## config.mk

```make
export PLATFORM = sky130hd
export DESIGN_NAME = adc_conversion_serial_readout
export DESIGN_NICKNAME = d
export VERILOG_FILES = /design/src/design/adc_pkg.sv /design/src/design/result_fifo.sv /design/src/design/adc_conversion_serial_readout.sv
export SDC_FILE = /design/constraint.sdc
export NUM_CORES = 1
export LEC_CHECK = 0
export BUFFER_PORTS_ARGS = -buffer_cell sky130_fd_sc_hd__buf_2
export CORE_ASPECT_RATIO = 1.25
export CORE_MARGIN = 2
export CORE_UTILIZATION = 47
export CTS_CLUSTER_DIAMETER = 80
export DETAILED_ROUTE_END_ITERATION = 6
export PLACE_DENSITY = 0.69
export SLEW_MARGIN = 10
export SYNTH_ARGS = -nofsm -noshare
export SYNTH_HDL_FRONTEND = slang
export SYNTH_SLANG_ARGS = --single-unit
```

## constraint.sdc

```tcl
create_clock -name i_ref_clk -period 3.6 [get_ports i_ref_clk]
set_input_delay 0.72 -clock i_ref_clk [delete_from_list [all_inputs] [get_ports i_ref_clk]]
set_output_delay 0.72 -clock i_ref_clk [all_outputs]
set_load 0.01 [all_outputs]
```

## src/design/adc_pkg.sv

```systemverilog
// constants and types shared by the converter control and its testbench
// assumes one reference clock of 25 MHz; all timing counts derive from it

package adc_pkg;

  // ----------------------------------------------------------------
  // clock and timing
  // ----------------------------------------------------------------
  localparam int CLK_PERIOD_NS = 40;
  localparam int T_CONV_HS_NS = 3800;
  localparam int T_CONV_SLEEP_NS = 9800;
  localparam int T_WAKE_NS = 6000;
  localparam int T_HOLD_NS = 10;

  localparam int CNT_W = 8;
  // least times round up to whole cycles
  localparam logic [CNT_W-1:0] CONV_HS_CYC = CNT_W'((T_CONV_HS_NS + CLK_PERIOD_NS - 1) / CLK_PERIOD_NS);
  localparam logic [CNT_W-1:0] CONV_SLEEP_CYC = CNT_W'((T_CONV_SLEEP_NS + CLK_PERIOD_NS - 1) / CLK_PERIOD_NS);
  localparam logic [CNT_W-1:0] WAKE_CYC = CNT_W'((T_WAKE_NS + CLK_PERIOD_NS - 1) / CLK_PERIOD_NS);
  localparam logic [CNT_W-1:0] HOLD_CYC = CNT_W'((T_HOLD_NS + CLK_PERIOD_NS - 1) / CLK_PERIOD_NS);

  // ----------------------------------------------------------------
  // result word layout
  // ----------------------------------------------------------------
  localparam int CODE_W = 12;
  localparam int LEAD_ZEROS = 4;
  localparam int WORD_W = CODE_W + LEAD_ZEROS;
  localparam int BIT_CNT_W = 4;
  localparam logic [BIT_CNT_W-1:0] LAST_BIT = 4'hF;
  localparam int RESULT_FIFO_DEPTH = 32;

  // ----------------------------------------------------------------
  // reset values
  // ----------------------------------------------------------------
  localparam logic [2:0] SYNC_HIGH_RST = 3'h7;
  localparam logic [2:0] SYNC_LOW_RST = 3'h0;

  // ----------------------------------------------------------------
  // state machines
  // ----------------------------------------------------------------
  typedef enum logic [2:0] {
    ST_TRACK = 3'h0,
    ST_CONVERT = 3'h1,
    ST_DELIVER = 3'h2,
    ST_POWER_DOWN = 3'h3,
    ST_WAKE = 3'h4
  } conv_state_e;

  typedef enum logic [1:0] {
    SH_IDLE = 2'h0,
    SH_SHIFT = 2'h1,
    SH_HOLD = 2'h2
  } shift_state_e;

endpackage

```

## src/design/result_fifo.sv

```systemverilog
// synchronous FIFO holding conversion results until the serial link takes them
// assumes both sides on one clock; valid/ready on each side

`timescale 1ns/1ps

module result_fifo #(
  parameter int WIDTH = 12,
  parameter int DEPTH = 32
) (
  input wire logic i_clk, // reference clock
  input wire logic i_resetn, // synchronous reset, active low
  input wire logic i_in_valid, // word offered
  output logic o_in_ready, // room for a word
  input wire logic [WIDTH-1:0] i_in_data, // word written
  output logic o_out_valid, // word available
  input wire logic i_out_ready, // drain takes the word
  output logic [WIDTH-1:0] o_out_data // oldest word
);

  localparam int PTR_W = $clog2(DEPTH);

  if (DEPTH < 2 || (1 << PTR_W) != DEPTH) begin : g_depth_check
    $error("result_fifo depth must be a power of two of at least 2");
  end

  logic [WIDTH-1:0] mem [DEPTH];
  logic [PTR_W-1:0] wr_ptr;
  logic [PTR_W-1:0] rd_ptr;
  logic [PTR_W:0] count;
  logic [PTR_W-1:0] next_wr_ptr;
  logic [PTR_W-1:0] next_rd_ptr;
  logic [PTR_W:0] next_count;
  logic do_push;
  logic do_pop;

  assign o_in_ready = (count != (PTR_W+1)'(DEPTH));
  assign o_out_valid = (count != '0);
  assign o_out_data = mem[rd_ptr];
  assign do_push = i_in_valid && o_in_ready;
  assign do_pop = o_out_valid && i_out_ready;

  always_comb begin
    next_wr_ptr = do_push ? PTR_W'(wr_ptr + 1'b1) : wr_ptr;
    next_rd_ptr = do_pop ? PTR_W'(rd_ptr + 1'b1) : rd_ptr;
    next_count = count;
    if (do_push && !do_pop) begin
      next_count = (PTR_W+1)'(count + 1'b1);
    end else if (do_pop && !do_push) begin
      next_count = (PTR_W+1)'(count - 1'b1);
    end
  end

  always_ff @(posedge i_clk) begin
    if (!i_resetn) begin
      wr_ptr <= '0;
      rd_ptr <= '0;
      count <= '0;
    end else begin
      wr_ptr <= next_wr_ptr;
      rd_ptr <= next_rd_ptr;
      count <= next_count;
    end
  end

  // storage has no reset; words are only read once counted in
  always_ff @(posedge i_clk) begin
    if (do_push) begin
      mem[wr_ptr] <= i_in_data;
    end
  end

endmodule

```

## src/design/adc_conversion_serial_readout.sv

```systemverilog
// conversion control and serial result readout of a 12-bit converter
// assumes convert-start and shift clock arrive as pins from the host and the
// raw converter code arrives from the converter core on the reference clock

`timescale 1ns/1ps

module adc_conversion_serial_readout
  import adc_pkg::*;
#(
  parameter bit BIPOLAR = 1'b1,
  parameter int FIFO_DEPTH = RESULT_FIFO_DEPTH
) (
  input wire logic i_ref_clk, // 25 MHz reference clock
  input wire logic i_resetn, // synchronous reset, active low
  input wire logic i_convert_start_n, // convert-start pin, edge sensitive
  input wire logic i_sclk, // host shift clock pin
  input wire logic [CODE_W-1:0] i_conv_code, // raw offset-binary code of the core
  output logic o_busy, // conversion in progress
  output logic o_hold, // 1 = track/hold holding
  output logic o_power_down, // device powered down
  output logic o_serial_result_out, // serial data bit
  output logic o_serial_result_oe // serial data drive enable
);

  if (FIFO_DEPTH < 2) begin : g_param_check
    $error("FIFO_DEPTH must be at least 2");
  end

  // ----------------------------------------------------------------
  // pin synchronisers and edge detection
  // ----------------------------------------------------------------
  logic [2:0] cs_sync;
  logic [2:0] sclk_sync;
  logic cs_fall;
  logic cs_rise;
  logic cs_level;
  logic sclk_fall;

  always_ff @(posedge i_ref_clk) begin
    if (!i_resetn) begin
      cs_sync <= SYNC_HIGH_RST;
      sclk_sync <= SYNC_LOW_RST;
    end else begin
      cs_sync <= {cs_sync[1:0], i_convert_start_n};
      sclk_sync <= {sclk_sync[1:0], i_sclk};
    end
  end

  // stage 0 feeds stage 1 only; edges compare stages 1 and 2
  assign cs_level = cs_sync[1];
  assign cs_fall = cs_sync[2] && !cs_sync[1];
  assign cs_rise = !cs_sync[2] && cs_sync[1];
  assign sclk_fall = sclk_sync[2] && !sclk_sync[1];

  // ----------------------------------------------------------------
  // helpers
  // ----------------------------------------------------------------
  function automatic logic is_busy(input conv_state_e s);
    is_busy = (s == ST_CONVERT) || (s == ST_DELIVER);
  endfunction

  function automatic logic [CODE_W-1:0] code_result(input logic [CODE_W-1:0] raw);
    // flipping the MSB of offset binary gives two's complement
    code_result = BIPOLAR ? {~raw[CODE_W-1], raw[CODE_W-2:0]} : raw;
  endfunction

  // ----------------------------------------------------------------
  // conversion control
  // ----------------------------------------------------------------
  conv_state_e state;
  conv_state_e next_state;
  logic [CNT_W-1:0] conv_cnt;
  logic [CNT_W-1:0] next_conv_cnt;
  logic [CNT_W-1:0] wake_cnt;
  logic [CNT_W-1:0] next_wake_cnt;
  logic waking;
  logic next_waking;
  logic wake_done;
  logic next_wake_done;
  logic from_wake;
  logic next_from_wake;
  logic [CODE_W-1:0] result;
  logic [CODE_W-1:0] next_result;
  logic next_busy;
  logic next_hold;
  logic next_power_down;
  logic [CNT_W-1:0] conv_len;
  logic fifo_in_ready;

  assign conv_len = from_wake ? CONV_SLEEP_CYC : CONV_HS_CYC;

  always_comb begin
    next_state = state;
    next_conv_cnt = conv_cnt;
    next_wake_cnt = wake_cnt;
    next_waking = waking;
    next_wake_done = wake_done;
    next_from_wake = from_wake;
    next_result = result;
    // wake-up timer runs from the rising edge, independent of the state
    if (waking) begin
      if (wake_cnt == WAKE_CYC - 1'b1) begin
        next_waking = 1'b0;
        next_wake_done = 1'b1;
      end else begin
        next_wake_cnt = CNT_W'(wake_cnt + 1'b1);
      end
    end
    case (state)
      ST_TRACK: begin
        if (cs_fall) begin
          next_state = ST_CONVERT;
          next_conv_cnt = '0;
          next_from_wake = 1'b0;
        end
      end
      ST_CONVERT: begin
        // further falling edges are not looked at here
        if (conv_cnt == conv_len - 1'b1) begin
          next_state = ST_DELIVER;
          next_result = code_result(i_conv_code);
        end else begin
          next_conv_cnt = CNT_W'(conv_cnt + 1'b1);
        end
      end
      ST_DELIVER: begin
        // a full buffer stretches busy rather than losing a result
        if (fifo_in_ready) begin
          next_state = cs_level ? ST_TRACK : ST_POWER_DOWN;
        end
      end
      ST_POWER_DOWN: begin
        if (cs_rise) begin
          next_state = ST_WAKE;
          next_waking = 1'b1;
          next_wake_cnt = '0;
          next_wake_done = 1'b0;
        end
      end
      ST_WAKE: begin
        if (cs_fall) begin
          next_state = ST_CONVERT;
          next_conv_cnt = '0;
          next_from_wake = 1'b1;
        end else if (wake_done) begin
          next_state = ST_TRACK;
        end
      end
      default: begin
        next_state = ST_TRACK;
      end
    endcase
    next_busy = is_busy(next_state);
    // in sleep mode the hold waits for the wake timer; tracking resumes at end
    next_hold = (next_state == ST_CONVERT && (!next_from_wake || next_wake_done))
      || next_state == ST_DELIVER;
    next_power_down = (next_state == ST_POWER_DOWN);
  end

  always_ff @(posedge i_ref_clk) begin
    if (!i_resetn) begin
      state <= ST_TRACK;
      conv_cnt <= '0;
      wake_cnt <= '0;
      waking <= 1'b0;
      wake_done <= 1'b0;
      from_wake <= 1'b0;
      result <= '0;
      o_busy <= 1'b0;
      o_hold <= 1'b0;
      o_power_down <= 1'b0;
    end else begin
      state <= next_state;
      conv_cnt <= next_conv_cnt;
      wake_cnt <= next_wake_cnt;
      waking <= next_waking;
      wake_done <= next_wake_done;
      from_wake <= next_from_wake;
      result <= next_result;
      o_busy <= next_busy;
      o_hold <= next_hold;
      o_power_down <= next_power_down;
    end
  end

  // ----------------------------------------------------------------
  // result buffer
  // ----------------------------------------------------------------
  logic fifo_out_valid;
  logic fifo_out_ready;
  logic [CODE_W-1:0] fifo_out_data;

  result_fifo #(
    .WIDTH(CODE_W),
    .DEPTH(FIFO_DEPTH)
  ) u_result_fifo (
    .i_clk(i_ref_clk),
    .i_resetn(i_resetn),
    .i_in_valid(state == ST_DELIVER),
    .o_in_ready(fifo_in_ready),
    .i_in_data(result),
    .o_out_valid(fifo_out_valid),
    .i_out_ready(fifo_out_ready),
    .o_out_data(fifo_out_data)
  );

  // ----------------------------------------------------------------
  // serial shifter
  // ----------------------------------------------------------------
  shift_state_e sh_state;
  shift_state_e next_sh_state;
  logic [WORD_W-1:0] shreg;
  logic [WORD_W-1:0] next_shreg;
  logic [BIT_CNT_W-1:0] bit_cnt;
  logic [BIT_CNT_W-1:0] next_bit_cnt;
  logic [CNT_W-1:0] hold_cnt;
  logic [CNT_W-1:0] next_hold_cnt;
  logic next_oe;

  // the link stalls the buffer while a word is on the wire
  assign fifo_out_ready = (sh_state == SH_IDLE);

  always_comb begin
    next_sh_state = sh_state;
    next_shreg = shreg;
    next_bit_cnt = bit_cnt;
    next_hold_cnt = hold_cnt;
    next_oe = o_serial_result_oe;
    case (sh_state)
      SH_IDLE: begin
        if (fifo_out_valid) begin
          next_shreg = {{LEAD_ZEROS{1'b0}}, fifo_out_data};
          next_bit_cnt = '0;
          next_oe = 1'b1;
          next_sh_state = SH_SHIFT;
        end
      end
      SH_SHIFT: begin
        if (sclk_fall) begin
          if (bit_cnt == LAST_BIT) begin
            next_sh_state = SH_HOLD;
            next_hold_cnt = '0;
          end else begin
            next_shreg = {shreg[WORD_W-2:0], 1'b0};
            next_bit_cnt = BIT_CNT_W'(bit_cnt + 1'b1);
          end
        end
      end
      SH_HOLD: begin
        // last bit kept driven for the hold time, then the line is let go
        if (hold_cnt == HOLD_CYC - 1'b1) begin
          next_oe = 1'b0;
          next_sh_state = SH_IDLE;
        end else begin
          next_hold_cnt = CNT_W'(hold_cnt + 1'b1);
        end
      end
      default: begin
        next_sh_state = SH_IDLE;
        next_oe = 1'b0;
      end
    endcase
  end

  always_ff @(posedge i_ref_clk) begin
    if (!i_resetn) begin
      sh_state <= SH_IDLE;
      shreg <= '0;
      bit_cnt <= '0;
      hold_cnt <= '0;
      o_serial_result_oe <= 1'b0;
    end else begin
      sh_state <= next_sh_state;
      shreg <= next_shreg;
      bit_cnt <= next_bit_cnt;
      hold_cnt <= next_hold_cnt;
      o_serial_result_oe <= next_oe;
    end
  end

  assign o_serial_result_out = shreg[WORD_W-1];

  // ----------------------------------------------------------------
  // assertions
  // ----------------------------------------------------------------
  localparam int HS_D = CONV_HS_CYC;
  localparam int SL_D = CONV_SLEEP_CYC;
  localparam int WK_D = WAKE_CYC + 1;
endmodule

```

# After elaboration in Yosys (flattened, before gate mapping)
# Memory sizes are Yosys's and may differ from the RTL's. A register that Yosys moved wholly into a read port is not among the register bits.
# Index checks and enable logic that the tools add are counted.
# word_totals
romBits,0
input_bits,16
latch_bits,0
ramBits,384
regBits,90
out_inout_bits,5
memories,1
wordCells,138
# memory_table
memory,depth,width,rd,rd_ports_with_merged_regs,wr,line_no,source
u_result_fifo.mem,32,12,1,1,1,result_fifo.sv:26,logic [WIDTH-1:0] mem [DEPTH];
# op_classes
mux,53
n_lt_le_gt_ge,0
multipliers,0
addsub,9
n_div,0
n_eq_ne,21
n_reduce_logical,32
bitwise,2
shifts,0
# op_table
op,n
8-bit two-way mux,10
16-bit two-way mux,3
16-bit one-hot mux with 2 select lines,1
8-bit one-hot mux with 2 select lines,2
8-bit by 1-bit adder with 8-bit output (second input constant),3
3-bit two-way mux,6
3-bit one-hot mux with 5 select lines,1
1-bit two-way mux,14
3-bit by 2-bit equality test with 1-bit output (second input constant),4
4-bit two-way mux,3
6-bit two-way mux,2
2-bit != test (second input constant),6
4-bit AND reduction,3
5-bit by 1-bit adder with 5-bit output (second input constant),2
2-bit two-way mux,5
5-bit two-way mux,2
8-bit equality test,1
8-bit equality test (second input constant),1
1-bit logical AND,8
8-bit logical NOT,1
4-bit one-hot mux with 2 select lines,1
2-bit nonzero test,4
8-bit by 1-bit subtractor with 8-bit output (second input constant),1
6-bit by 1-bit adder with 6-bit output (second input constant),1
other kinds (21),32

# Logic depth before layout (Yosys ltp)
# Gate-level depths: netlist (run 1).
# depth
depth_word,8
depth_mapped,13
ltp_nobuf,13

# By module
# A second synthesis (run 1) with hierarchy kept.
# hier_totals
hier_cells,1229
hier_area_um2,19178.4
# modules_own_cells
module,cells_per_inst,seq_area_each_um2,n_inst,area_each_um2
result_fifo,853,11951.5,1,15939.0
adc_conversion_serial_readout,376,1481.4,1,3239.4

# Least setup slack after synthesis (run 1)
# Ideal clock, no wire load.
# synth_timing
path_kind,reg-to-reg
from,register u_result_fifo.count[0]
to,register u_result_fifo.count[5]
t_required_ns,3.485
setup_slack_ns,0.641
synth_period_minus_slack_ns,2.959
arrival_time_ns,2.844
n_path_buf,0
setup_ns,0.115
path_stages_with_launch,14
cell_sequence,dfxtp_1 > or4_4 > o31ai_4 > nor2_1 > inv_1 > ha_1 > inv_1 > ha_1 > a21o_1 > a21oi_1 > nand4b_1 > nand4_1 > xnor2_1 > and2_1
# synth_via
elab_chain_len,5
elab_cells_between_ends,13
cone_classes,add/sub (2); eq/ne (1); mux (2); reduce/logical (8)
# synth_lines
element,line_no,source
start: declaration,result_fifo.sv:29,logic [PTR_W:0] count;
start signal: assignment,result_fifo.sv:61,count <= next_count;
"parallel branches: the longest is 5 deep, another holds 6-bit by 1-bit subtractor with 6-bit output",-,
# Parallel ways; which one is timed is not known. The select of a mux whose other input is x is not followed.
# A chain may end at the register's enable or synchronous reset.

# Final worst setup path (run 1)
# Same ends and word-level chain as after synthesis.

==> results of run 1 <==
worst min path at each step:
stage,start,to,slack [ps],cells past startpoint
4_1_cts,i_convert_start_n,cs_sync[0],340,2
2_1_floorplan,cs_sync[0],cs_sync[1],390,1
6_report,i_convert_start_n,cs_sync[0],360,2
3_5_place_dp,cs_sync[0],cs_sync[1],400,1
5_1_grt,i_convert_start_n,cs_sync[0],350,2
3_3_place_gp,cs_sync[0],cs_sync[1],400,1
power by group through the flow:
stage                     Clock, µW  Combinational [µW]  Sequential [µW]
after floorplan                   0                30.5             6020
after global placement            0                50.0             6020
after detailed placement          0                50.3             6020
after CTS                      4640                50.5             5900
after global routing           4860                55.6             5900
final                          4550                49.7             5900
per-stage QoR:
stage / area [µm²] / util, % / power (µW)
after global placement: 20100 / 50.0 / 6070
after detailed placement: 20100 / 50.0 / 6070
after global routing: 21500 / 53.5 / 10800
after CTS: 21500 / 53.5 / 10600
after floorplan: 19100 / - / 6050
final: 21500 / 53.5 / 10500
worst max-delay path, cell delays in order (launching register included):
cell	delay, ps
dfxtp_1	350
or4_4	590
o31ai_4	240
nor2_1	170
inv_1	110
ha_1	250
inv_1	150
ha_1	330
a21o_1	180
a21oi_1	280
nand4b_1	170
nand4_1	110
xnor2_1	130
and2_1	150
placed cells by master, fill, tap and decap left out, drive strengths merged, types with 7 or more instances in the layout:
cell	instances
clkinv	11
nand2	46
o22ai	15
buf	73
mux4	89
a22o	19
a21oi	23
nand3	14
a211oi	11
dfxtp	95
and2	25
a22oi	8
xnor2	17
edfxtp	384
nor4	8
nor2b	36
clkbuf	54
a31oi	8
xor2	14
nor3	7
nand4	14
nor2	66
inv	27
ha	16
mux2i	33
o21ai	19
nand2b	21
synth_stat cells (all sizes together), types with 6 or more instances:
cell type / instances / area (µm²)
o22ai: 15 / 93.8
a21oi: 23 / 115
nor2b: 36 / 225
a21boi: 6 / 45.1
dfxtp: 95 / 1900
nor4: 8 / 65.1
xnor2: 17 / 149
a31oi: 8 / 50.1
nor2: 66 / 248
xor2: 14 / 123
mux4: 89 / 2000
nand4: 14 / 87.6
or3: 6 / 37.5
a211oi: 11 / 82.6
nand3: 14 / 70.1
nor3: 7 / 46.3
inv: 22 / 82.6
nand2: 46 / 175
o21ai: 19 / 98.9
clkbuf: 22 / 82.6
o2111ai: 6 / 52.6
mux2i: 33 / 343
a22oi: 8 / 60.1
nand2b: 21 / 131
buf: 35 / 206
ha: 16 / 200
a22o: 19 / 166
and2: 25 / 156
edfxtp: 384 / 11500
sequential cells by signal, summed over array words and instances (netlist names), 4 cells and up, named ones only:
name	count
wake_cnt	8
u_result_fifo.wr_ptr	5
conv_cnt	8
u_result_fifo.rd_ptr	5
shreg	16
hold_cnt	8
u_result_fifo.count	6
result	12
u_result_fifo.mem	384
bit_cnt	4
routing by layer:
layer | global-route usage (%) | up-vias | wire length (µm)
li1 | - | 4569 | -
met5 | 0 | - | 0
met3 | 2.51 | 65 | 1950
met4 | 6.73 | 0 | 1170
met1 | 26.2 | 5182 | 16700
met2 | 31.7 | 287 | 19400
area by class of cell:
class,count,share of cell area (%)
Clock buffer,54,5.59
Timing Repair Buffer,73,2.55
Clock inverter,22,0.955
Tap cell,546,3.18
Inverter,22,0.384
Sequential cell,479,62.6
Multi-Input combinational cell,581,24.7
logic make-up (layout without fill, tap and decap cells):
group                      after synthesis  in the layout  synth area share [%]
xor gates and xnor gates                31             31                  1.42
adders and majority gates               17             17                  1.15
DFF                                    479            479                  70.3
buffers and inverters                   79            171                  1.94
and+or+nand+nor                        267            267                  7.55
AOI/OAI and AO/OA                      139            139                  5.09
muxes                                  127            127                  12.6
==> results.md, run 1 <==
- Setup bufs post-CTS: 0
- Final WS setup: about 290 ps
- Synth Net Count: between 1,000 and 1,500
- Max Root-Sink Buffers: 3
- Post-Place Cells: 1,701
- Syn Area/Cell: 16.8 µm²
- Register-to-register path setup slack: approximately 290 ps
- Worst Path Class, Setup: register to register
- RSZ-0062 raised after global routing: no
- Total internal power: 8510 µW
- Syn Inst Count: 1,139
- Final ANT Viol Nets: 0
- Vias/cell: 5.69
- Slew Limit Headroom: 19.1%
- Synth cell types: ~60
- Psw: 1990 µW
- Clock power share: between 40% and 50%
- Root buf cell: clkbuf_16
- Fill cells: 3,119
- Core area: 0.0401 mm²
- LEAKAGE: 0.00582 µW
- Dpl hpwl: 24,100 µm
- Die ar.: 0.0423 mm²
- # port buffers: 20
- Crit share post-route: between 90% and 100%
- Iteration-0 DRC Markers: approximately 910
- CP max FO: 6
- Type of the most critical hold path: input port to register
- Status: finished clean
- Initial core utilization: 47.7%
- Largest net degree at the start of global routing: 69
- Total GRT Usage: 19.2%
- Nets@finish: around 1,200
- Number of gates resized after CTS: 0
- Minimum clock period: 3310 ps
- Final Hold Fails: 0
- FF-to-FF End: u_result_fifo.count[5]
- Overflow after GRT: 0
- Vias: 10,103
- Combinational Power Share: 0.5%
- Max Cap Violations: 0
- # DRC: 0
- Critical Path Source: u_result_fifo.count[0]
- Peak supply drop: 0.285 mV
- Pwr Density: 489 mW/mm²
- Net Sw Frac: about a fifth
- Critical path startpoint category: register
- CTS tree: done
- Seq/Total Area, Yosys: 70.3%
- Area of the multi-input gates: 0.00531 mm²
- CTS Sinks: 479
- Layout cell share with drive strength beyond 1: 20.7%
- Number of synthesized flops with an enable pin: 384
- RD Place Congestion: 0.821
- Hold buffers post-CTS: 0
- Top FF cell, synth: edfxtp_1
- Die width: between 150 and 200 µm
- Worst Tran Pin Value: around 1200 ps
- Yosys reg bits: 479
- IO Pins: 21
- Sequential share of power: 56.2%
- Async set-reset flop share out of synthesis: 0%
- Endpoints failing setup: 0
- RR Startpoint: u_result_fifo.count[0]
- Antenna diodes: 0
- Htree depth: 2
- Post-route insts no fill: 1,777
- CTS Buf Count: 44
- Routed WL per cell: 22.1 µm
- Critical Path Sink Type: register
- Worst R2R Path Depth: 13
- Chip height: 229 µm
- Worst-path clk slew: 70 ps
- Routed wire length: 39,200 µm
- Slew Limit Fails: 0
- Initial antenna violation count: 0
- Worst EP required: 4040 ps
- Worst Skew: 12.9 ps
- Vias in the first global route: a little over 10,000
- Row Count: between 80 and 90
- First-pass GRT wire length: 60,900 µm
- Cell Area, Synth: 0.0191 mm²
- Max frequency: 302 MHz
- Later-pin clock latency in the skew report: 550 ps
- Drt pass-1 iters: 5
- CP endpoint: u_result_fifo.count[5]
- Area growth syn-to-layout: 12.4%
- Storage element area: between 0.01 and 0.015 mm²
- Dpl ws: around 340 ps
- Ys Warns: 0
- Hold WS: around 360 ps
- Crit path DAT: 3760 ps
- TNS Setup: 0 ps
Power figures use the tool's default switching activity.
==> run 2, diff against run 1 <==
==> constraint.sdc (replaced) <==
create_clock -name i_ref_clk -period 4.3 [get_ports i_ref_clk]
set_input_delay 0.86 -clock i_ref_clk [delete_from_list [all_inputs] [get_ports i_ref_clk]]
set_output_delay 0.86 -clock i_ref_clk [all_outputs]
set_load 0.01 [all_outputs]
==> results.md, run 2 (synthesized netlist as in run 1, its figures left out) <==
- Status: finished clean
- Final Hold Fails: 0
- CTS Sinks: 479
- M2 GR Usage: 32.2%
- Vias/cell: about 5.7
- Total internal power: 7300 µW
- Endpoints failing setup: 0
- Vias: 10,093
- CTS tree: done
- Setup bufs post-CTS: 0
- Chip height: 229 µm
- Biggest register: u_result_fifo.mem
- IO Pins: 21
- Post-route insts no fill: 1,782
- Pwr Density: around 420 mW/mm²
- Routing usage on met3: 2.61%
- Commonest cells after routing, fill and taps aside: edfxtp_1 (384), dfxtp_1 (92), mux4_2 (89)
- Sequential share of power: 55.0%
- # DRC: 0
- Largest net degree at the start of global routing: 69
- First-pass GRT wire length: about 61,000 µm
- Crit-path leading delay family: simple AND/OR/NAND/NOR gates
- Crit share post-route: approximately three quarters
- Clock power share: 44.5%
- LEAKAGE: 0.00585 µW
- Post-Place Cells: approximately 1,700
- Slew Limit Headroom: 19.2%
- Initial antenna violation count: 0
- Overflow after GRT: 0
- Core area: 0.0401 mm²
- Psw: around 1700 µW
- Total GRT Usage: 19.0%
- Cell depth of the worst hold path: 1
- Routed WL per cell: ~22 µm
- Number of gates resized after CTS: 0
- Vias in the first global route: 10,227
- Min-delay src: cs_sync[0]
- Area of the multi-input gates: 0.00531 mm²
- Crit path DAT: between 3000 and 4000 ps
- Later-pin clock latency in the skew report: around 550 ps
- Crit-path cells: and2b_1 -> nor3b_2 -> ha_1 -> inv_1 -> ha_1 -> a21o_1 -> a21oi_1 -> nand4b_1 -> nand4_1 -> xnor2_1 -> and2_1
- CP max FO: 8
- Initial core utilization: 47.7%
- Nets@finish: 1,235
- Register-to-register path setup slack: around 1100 ps
- RR Startpoint: state[2]
- Fill cells: around 3,100
- Worst EP required: 4740 ps
- Htree depth: 2
- Worst Skew: 24.0 ps
- Die width: about 180 µm
- Critical Path Sink Type: register
- Layout cell share with drive strength beyond 1: between 20% and 30%
- RD Place Congestion: 0.919
- CTS Buf Count: 44
- Area growth syn-to-layout: 12.7%
- Routed wire length: 39,300 µm
- Max reg flops: 384
- Commonest non-fill, non-tap cell in the layout: edfxtp_1
- # port buffers: 20
- Drt pass-1 iters: 7
- Critical path buffers and inverters: 1
- Type of the most critical hold path: register to register
- Max Cap Violations: 0
- Dpl hpwl: 24,200 µm
- Met1 usage in global routing: between 20 and 30%
- Critical-path top delay cell: nor3b_2
- Peak supply drop: 0.253 mV
- Worst-path clk slew: around 60 ps
- Die ar.: 0.0423 mm²
- Worst Path Class, Setup: register to register
- Worst Tran Pin Value: between 1000 and 1500 ps
- Net Sw Frac: 18.6%
- Crit-path most repeated cell: ha_1
- Worst hold endpoint: cs_sync[1]
- Critical path startpoint category: register
- FF-to-FF End: u_result_fifo.count[5]
- Row Count: 82
- Gr busiest metal: met2
- Hold buffers post-CTS: 0
- Largest regs: u_result_fifo.mem: 384 flops, shreg: 16 flops, result: 12 flops
- Max frequency: 309 MHz
- Antenna diodes: 0
- Worst R2R Path Depth: 11
- RSZ-0062 raised after global routing: no
- Max Root-Sink Buffers: 3
- Root buf cell: clkbuf_16
- Minimum clock period: around 3200 ps
- Max incr delay on CP: 660 ps
- TNS Setup: 0 ps
- Storage element area: 0.0134 mm²
- Slew Limit Fails: 0
- Combinational Power Share: 0.5%
- Final ANT Viol Nets: 0
- Iteration-0 DRC Markers: about 840
[run 2: cell count changes in the layout (fill, tap and decap cells not counted), moves of 2 or more]
cell / previous run / this run
clkbuf_16: 46 / 48
clkbuf_1: 6 / 13
clkinvlp_4: 3 / 0
dfxtp_1: 86 / 92
clkinv_4: 0 / 2
inv_4: 4 / 0
buf_4: 49 / 52
clkinv_1: 6 / 3
buf_12: 4 / 2
clkinvlp_2: 0 / 2
dfxtp_2: 7 / 1
clkbuf_8: 2 / 4
[run 2: final cells by class]
type                    instances  area share [%]
well taps                     546            3.17
repair buffers                 74            2.46
flip-flops and latches        479            62.4
clock inverters                15           0.860
multi-input cells             581            24.7
clock buffers                  65            6.06
inverters                      22           0.383
[run 2: per-layer routing]
layer,up-vias,share of wire [%]
met5,-,0
met4,0,3.2
met3,76,4.9
met2,276,51
met1,5171,41
li1,4570,-
[run 2: how the worst max path moves through the flow]
stage                                start                     end  slack [ps]  cells past startpoint
global placement    u_result_fifo.count[0]  u_result_fifo.count[5]        1130                     13
CTS                 u_result_fifo.count[0]  u_result_fifo.count[5]        1070                     13
finish                            state[2]  u_result_fifo.count[5]        1060                     11
global route        u_result_fifo.count[0]  u_result_fifo.count[5]         890                     13
floorplan           u_result_fifo.count[0]  u_result_fifo.count[5]        1340                     13
detailed placement  u_result_fifo.count[0]  u_result_fifo.count[5]        1080                     13
[run 2: power groups by stage]
stage                     Sequential [µW]  Combinational, µW  Clock [µW]
after global placement               5040               42.6           0
final                                4940               42.2        3990
after global routing                 4940               47.6        4230
after floorplan                      5040               25.5           0
after detailed placement             5040               42.5           0
after CTS                            4940               42.9        4070
[run 2: per-stage QoR]
stage | area [µm²] | hold slack (ps) | worst slack, ps | power (µW) | utilization (%)
detailed placement | 20000 | 417 | 1080 | 5080 | 50.0
CTS | 21500 | 426 | 1070 | 9050 | 53.7
global route | 21500 | 437 | 887 | 9220 | 53.7
floorplan | 19100 | 386 | 1340 | 5070 | -
finish | 21500 | 419 | 1060 | 8970 | 53.7
global placement | 20000 | 410 | 1130 | 5080 | 50.0
==> run 3, diff against run 2 <==
--- a/config.mk
+++ b/config.mk
@@ -11,7 +11,7 @@
 export CORE_UTILIZATION = 47
 export CTS_CLUSTER_DIAMETER = 80
 export DETAILED_ROUTE_END_ITERATION = 6
-export PLACE_DENSITY = 0.69
+export PLACE_DENSITY = 0.72
 export SLEW_MARGIN = 10
 export SYNTH_ARGS = -nofsm -noshare
 export SYNTH_HDL_FRONTEND = slang
==> constraint.sdc (replaced) <==
create_clock -name i_ref_clk -period 2.7 [get_ports i_ref_clk]
set_input_delay 0.54 -clock i_ref_clk [delete_from_list [all_inputs] [get_ports i_ref_clk]]
set_output_delay 0.54 -clock i_ref_clk [all_outputs]
set_load 0.01 [all_outputs]
==> results.md, run 3 (synthesized netlist as in run 1, its figures left out) <==
- Crit path DAT: 3120 ps
- Worst Tran Pin Value: a little under 1000 ps
- Initial core utilization: between 40% and 50%
- Critical Path Source: u_result_fifo.count[0]
- Final ANT Viol Nets: 0
- CP max FO: 4
- Root buf cell: clkbuf_16
- Critical path startpoint category: register
- CTS Sinks: 479
- Crit share post-route: 99.4%
- Iteration-0 DRC Markers: 881
- Min-delay src: i_convert_start_n
- Largest regs: u_result_fifo.mem: 384 flops, shreg: 16 flops, result: 12 flops
- Peak supply drop: around 0.44 mV
- LEAKAGE: between 0.006 and 0.007 µW
- Critical Path Sink Type: register
- Minimum clock period: 2680 ps
- Nets@finish: 1,271
- Status: finished clean
- Routed wire length: 39,400 µm
- Overflow after GRT: 0
- Vias: ~10,000
- Dpl hpwl: 25,200 µm
- Post-Place Cells: 1,735
- Max incr delay on CP: just under 600 ps
- Pwr Density: 646 mW/mm²
- First-pass GRT wire length: 60,800 µm
- Max reg flops: 384
- Commonest cells after routing, fill and taps aside: edfxtp_1 (384), dfxtp_1 (91), mux4_2 (89)
- Largest net degree at the start of global routing: 69
- Dpl ws: -42.0 ps
- RSZ-0062 raised after global routing: yes
- Layout cell share with drive strength beyond 1: 23.8%
- Max Root-Sink Buffers: 3
- Worst-path clk slew: 60 ps
- CTS tree: done
- Final Hold Fails: 0
- Area growth syn-to-layout: 14.5%
- Initial antenna violation count: 0
- Worst Skew: approximately 11 ps
- Critical-path top delay cell: or4_4
- Drt pass-1 iters: 5
- Later-pin clock latency in the skew report: 540 ps
- Type of the most critical hold path: input port to register
- Worst EP required: 3130 ps
- Total GRT Usage: 19.1%
- RD Place Congestion: 0.880
- Final WS setup: 16.1 ps
- Slew Limit Headroom: 35.3%
- Crit-path cells: or4_4 -> o31ai_4 -> nor2_4 -> inv_2 -> ha_4 -> inv_6 -> ha_4 -> a21o_1 -> a21oi_2 -> nand4b_1 -> nand4_1 -> xnor2_1 -> and2_1
- Chip height: 229 µm
- # port buffers: 20
- Die width: 184 µm
- Commonest non-fill, non-tap cell in the layout: edfxtp_1
- Core area: 0.0401 mm²
- Antenna diodes: 0
- Vias in the first global route: between 10,000 and 15,000
- # DRC: 0
- Area of the multi-input gates: around 0.0054 mm²
- RR Startpoint: u_result_fifo.count[0]
- Htree depth: 2
- Crit-path most repeated cell: ha_4
- Worst Path Class, Setup: register to register
- Routed WL per cell: 21.7 µm
- CTS Buf Count: 44
- Max frequency: around 370 MHz
- Util after Layout: 54.6%
- Fill cells: 3,073
- IO Pins: 21
- Vias/cell: 5.62
- Biggest register: u_result_fifo.mem
- Endpoints failing setup: 0
- TNS Setup: 0 ps
- Row Count: 82
- Storage element area: 0.0134 mm²
- Die ar.: 0.0423 mm²
- Slew Limit Fails: 0
- Max Cap Violations: 0
- Post-route insts no fill: 1,817
==> run 3: changes by cell type in the layout (fill, tap and decap cells not counted), sizes merged <==
cell / previous run / this run
buf: 74 / 110
bufinv: 4 / 5
clkbuf: 65 / 53
clkinv: 8 / 14
clkinvlp: 2 / 7
inv: 23 / 22
==> run 3: timing repair <==
item / in CTS / in global routing
buffers inserted: 3 / 0
endpoints found under the setup margin: 2 / 15
pin swaps: 8 / 0
hold buffers: 0 / 0
gates resized for setup: 2 / 5
==> run 3: power by group <==
part	internal [µW]	switching, µW
logic	27.0	40.7
registers	7860	5.88
clock network	3590	2600
==> run 3: per-layer routing <==
metal | track usage, % | vias up | part of all wire (%)
met5 | 0 | - | 0
met4 | 6.80 | 0 | 3.3
met3 | 2.46 | 76 | 4.8
met2 | 32.6 | 291 | 50
met1 | 25.1 | 5200 | 42
li1 | - | 4640 | -
==> run 3: worst max-delay path: cells and delay by family (launching register included) <==
kind / cells / cell delay (ps)
simple gates: 5 / 1030
flops: 1 / 320
compound gates: 3 / 610
buf+inv: 2 / 130
fa+ha+maj: 2 / 360
xor+xnor: 1 / 140
==> run 3: layout make-up <==
| cell class | instances | area share, % |
|---|---|---|
| clock buffer | 53 | 5.37 |
| clock inverter | 26 | 1.23 |
| tap | 546 | 3.12 |
| sequential | 479 | 61.4 |
| multi-input combinational | 581 | 24.6 |
| inverter | 22 | 0.400 |
| timing repair buffer | 110 | 3.83 |
==> run 3: path summary, 6_finish.rpt <==
| check | to | slack (ps) | depth (start not counted) |
|---|---|---|---|
| setup / recovery | u_result_fifo.count[5] | 20 | 13 |
| hold / removal | cs_sync[0] | 190 | 2 |
| setup reg to reg | u_result_fifo.count[5] | 20 | 13 |
| hold reg to reg | cs_sync[1] | 420 | 1 |
==> run 3: stage by stage <==
step,hold WS [ps],total power [µW],cell area (µm²)
CTS,172,14200,21900
floorplan,386,8070,19200
detailed placement,395,8090,20400
global placement,402,8090,20400
global route,198,14500,21900
finish,191,14100,21900
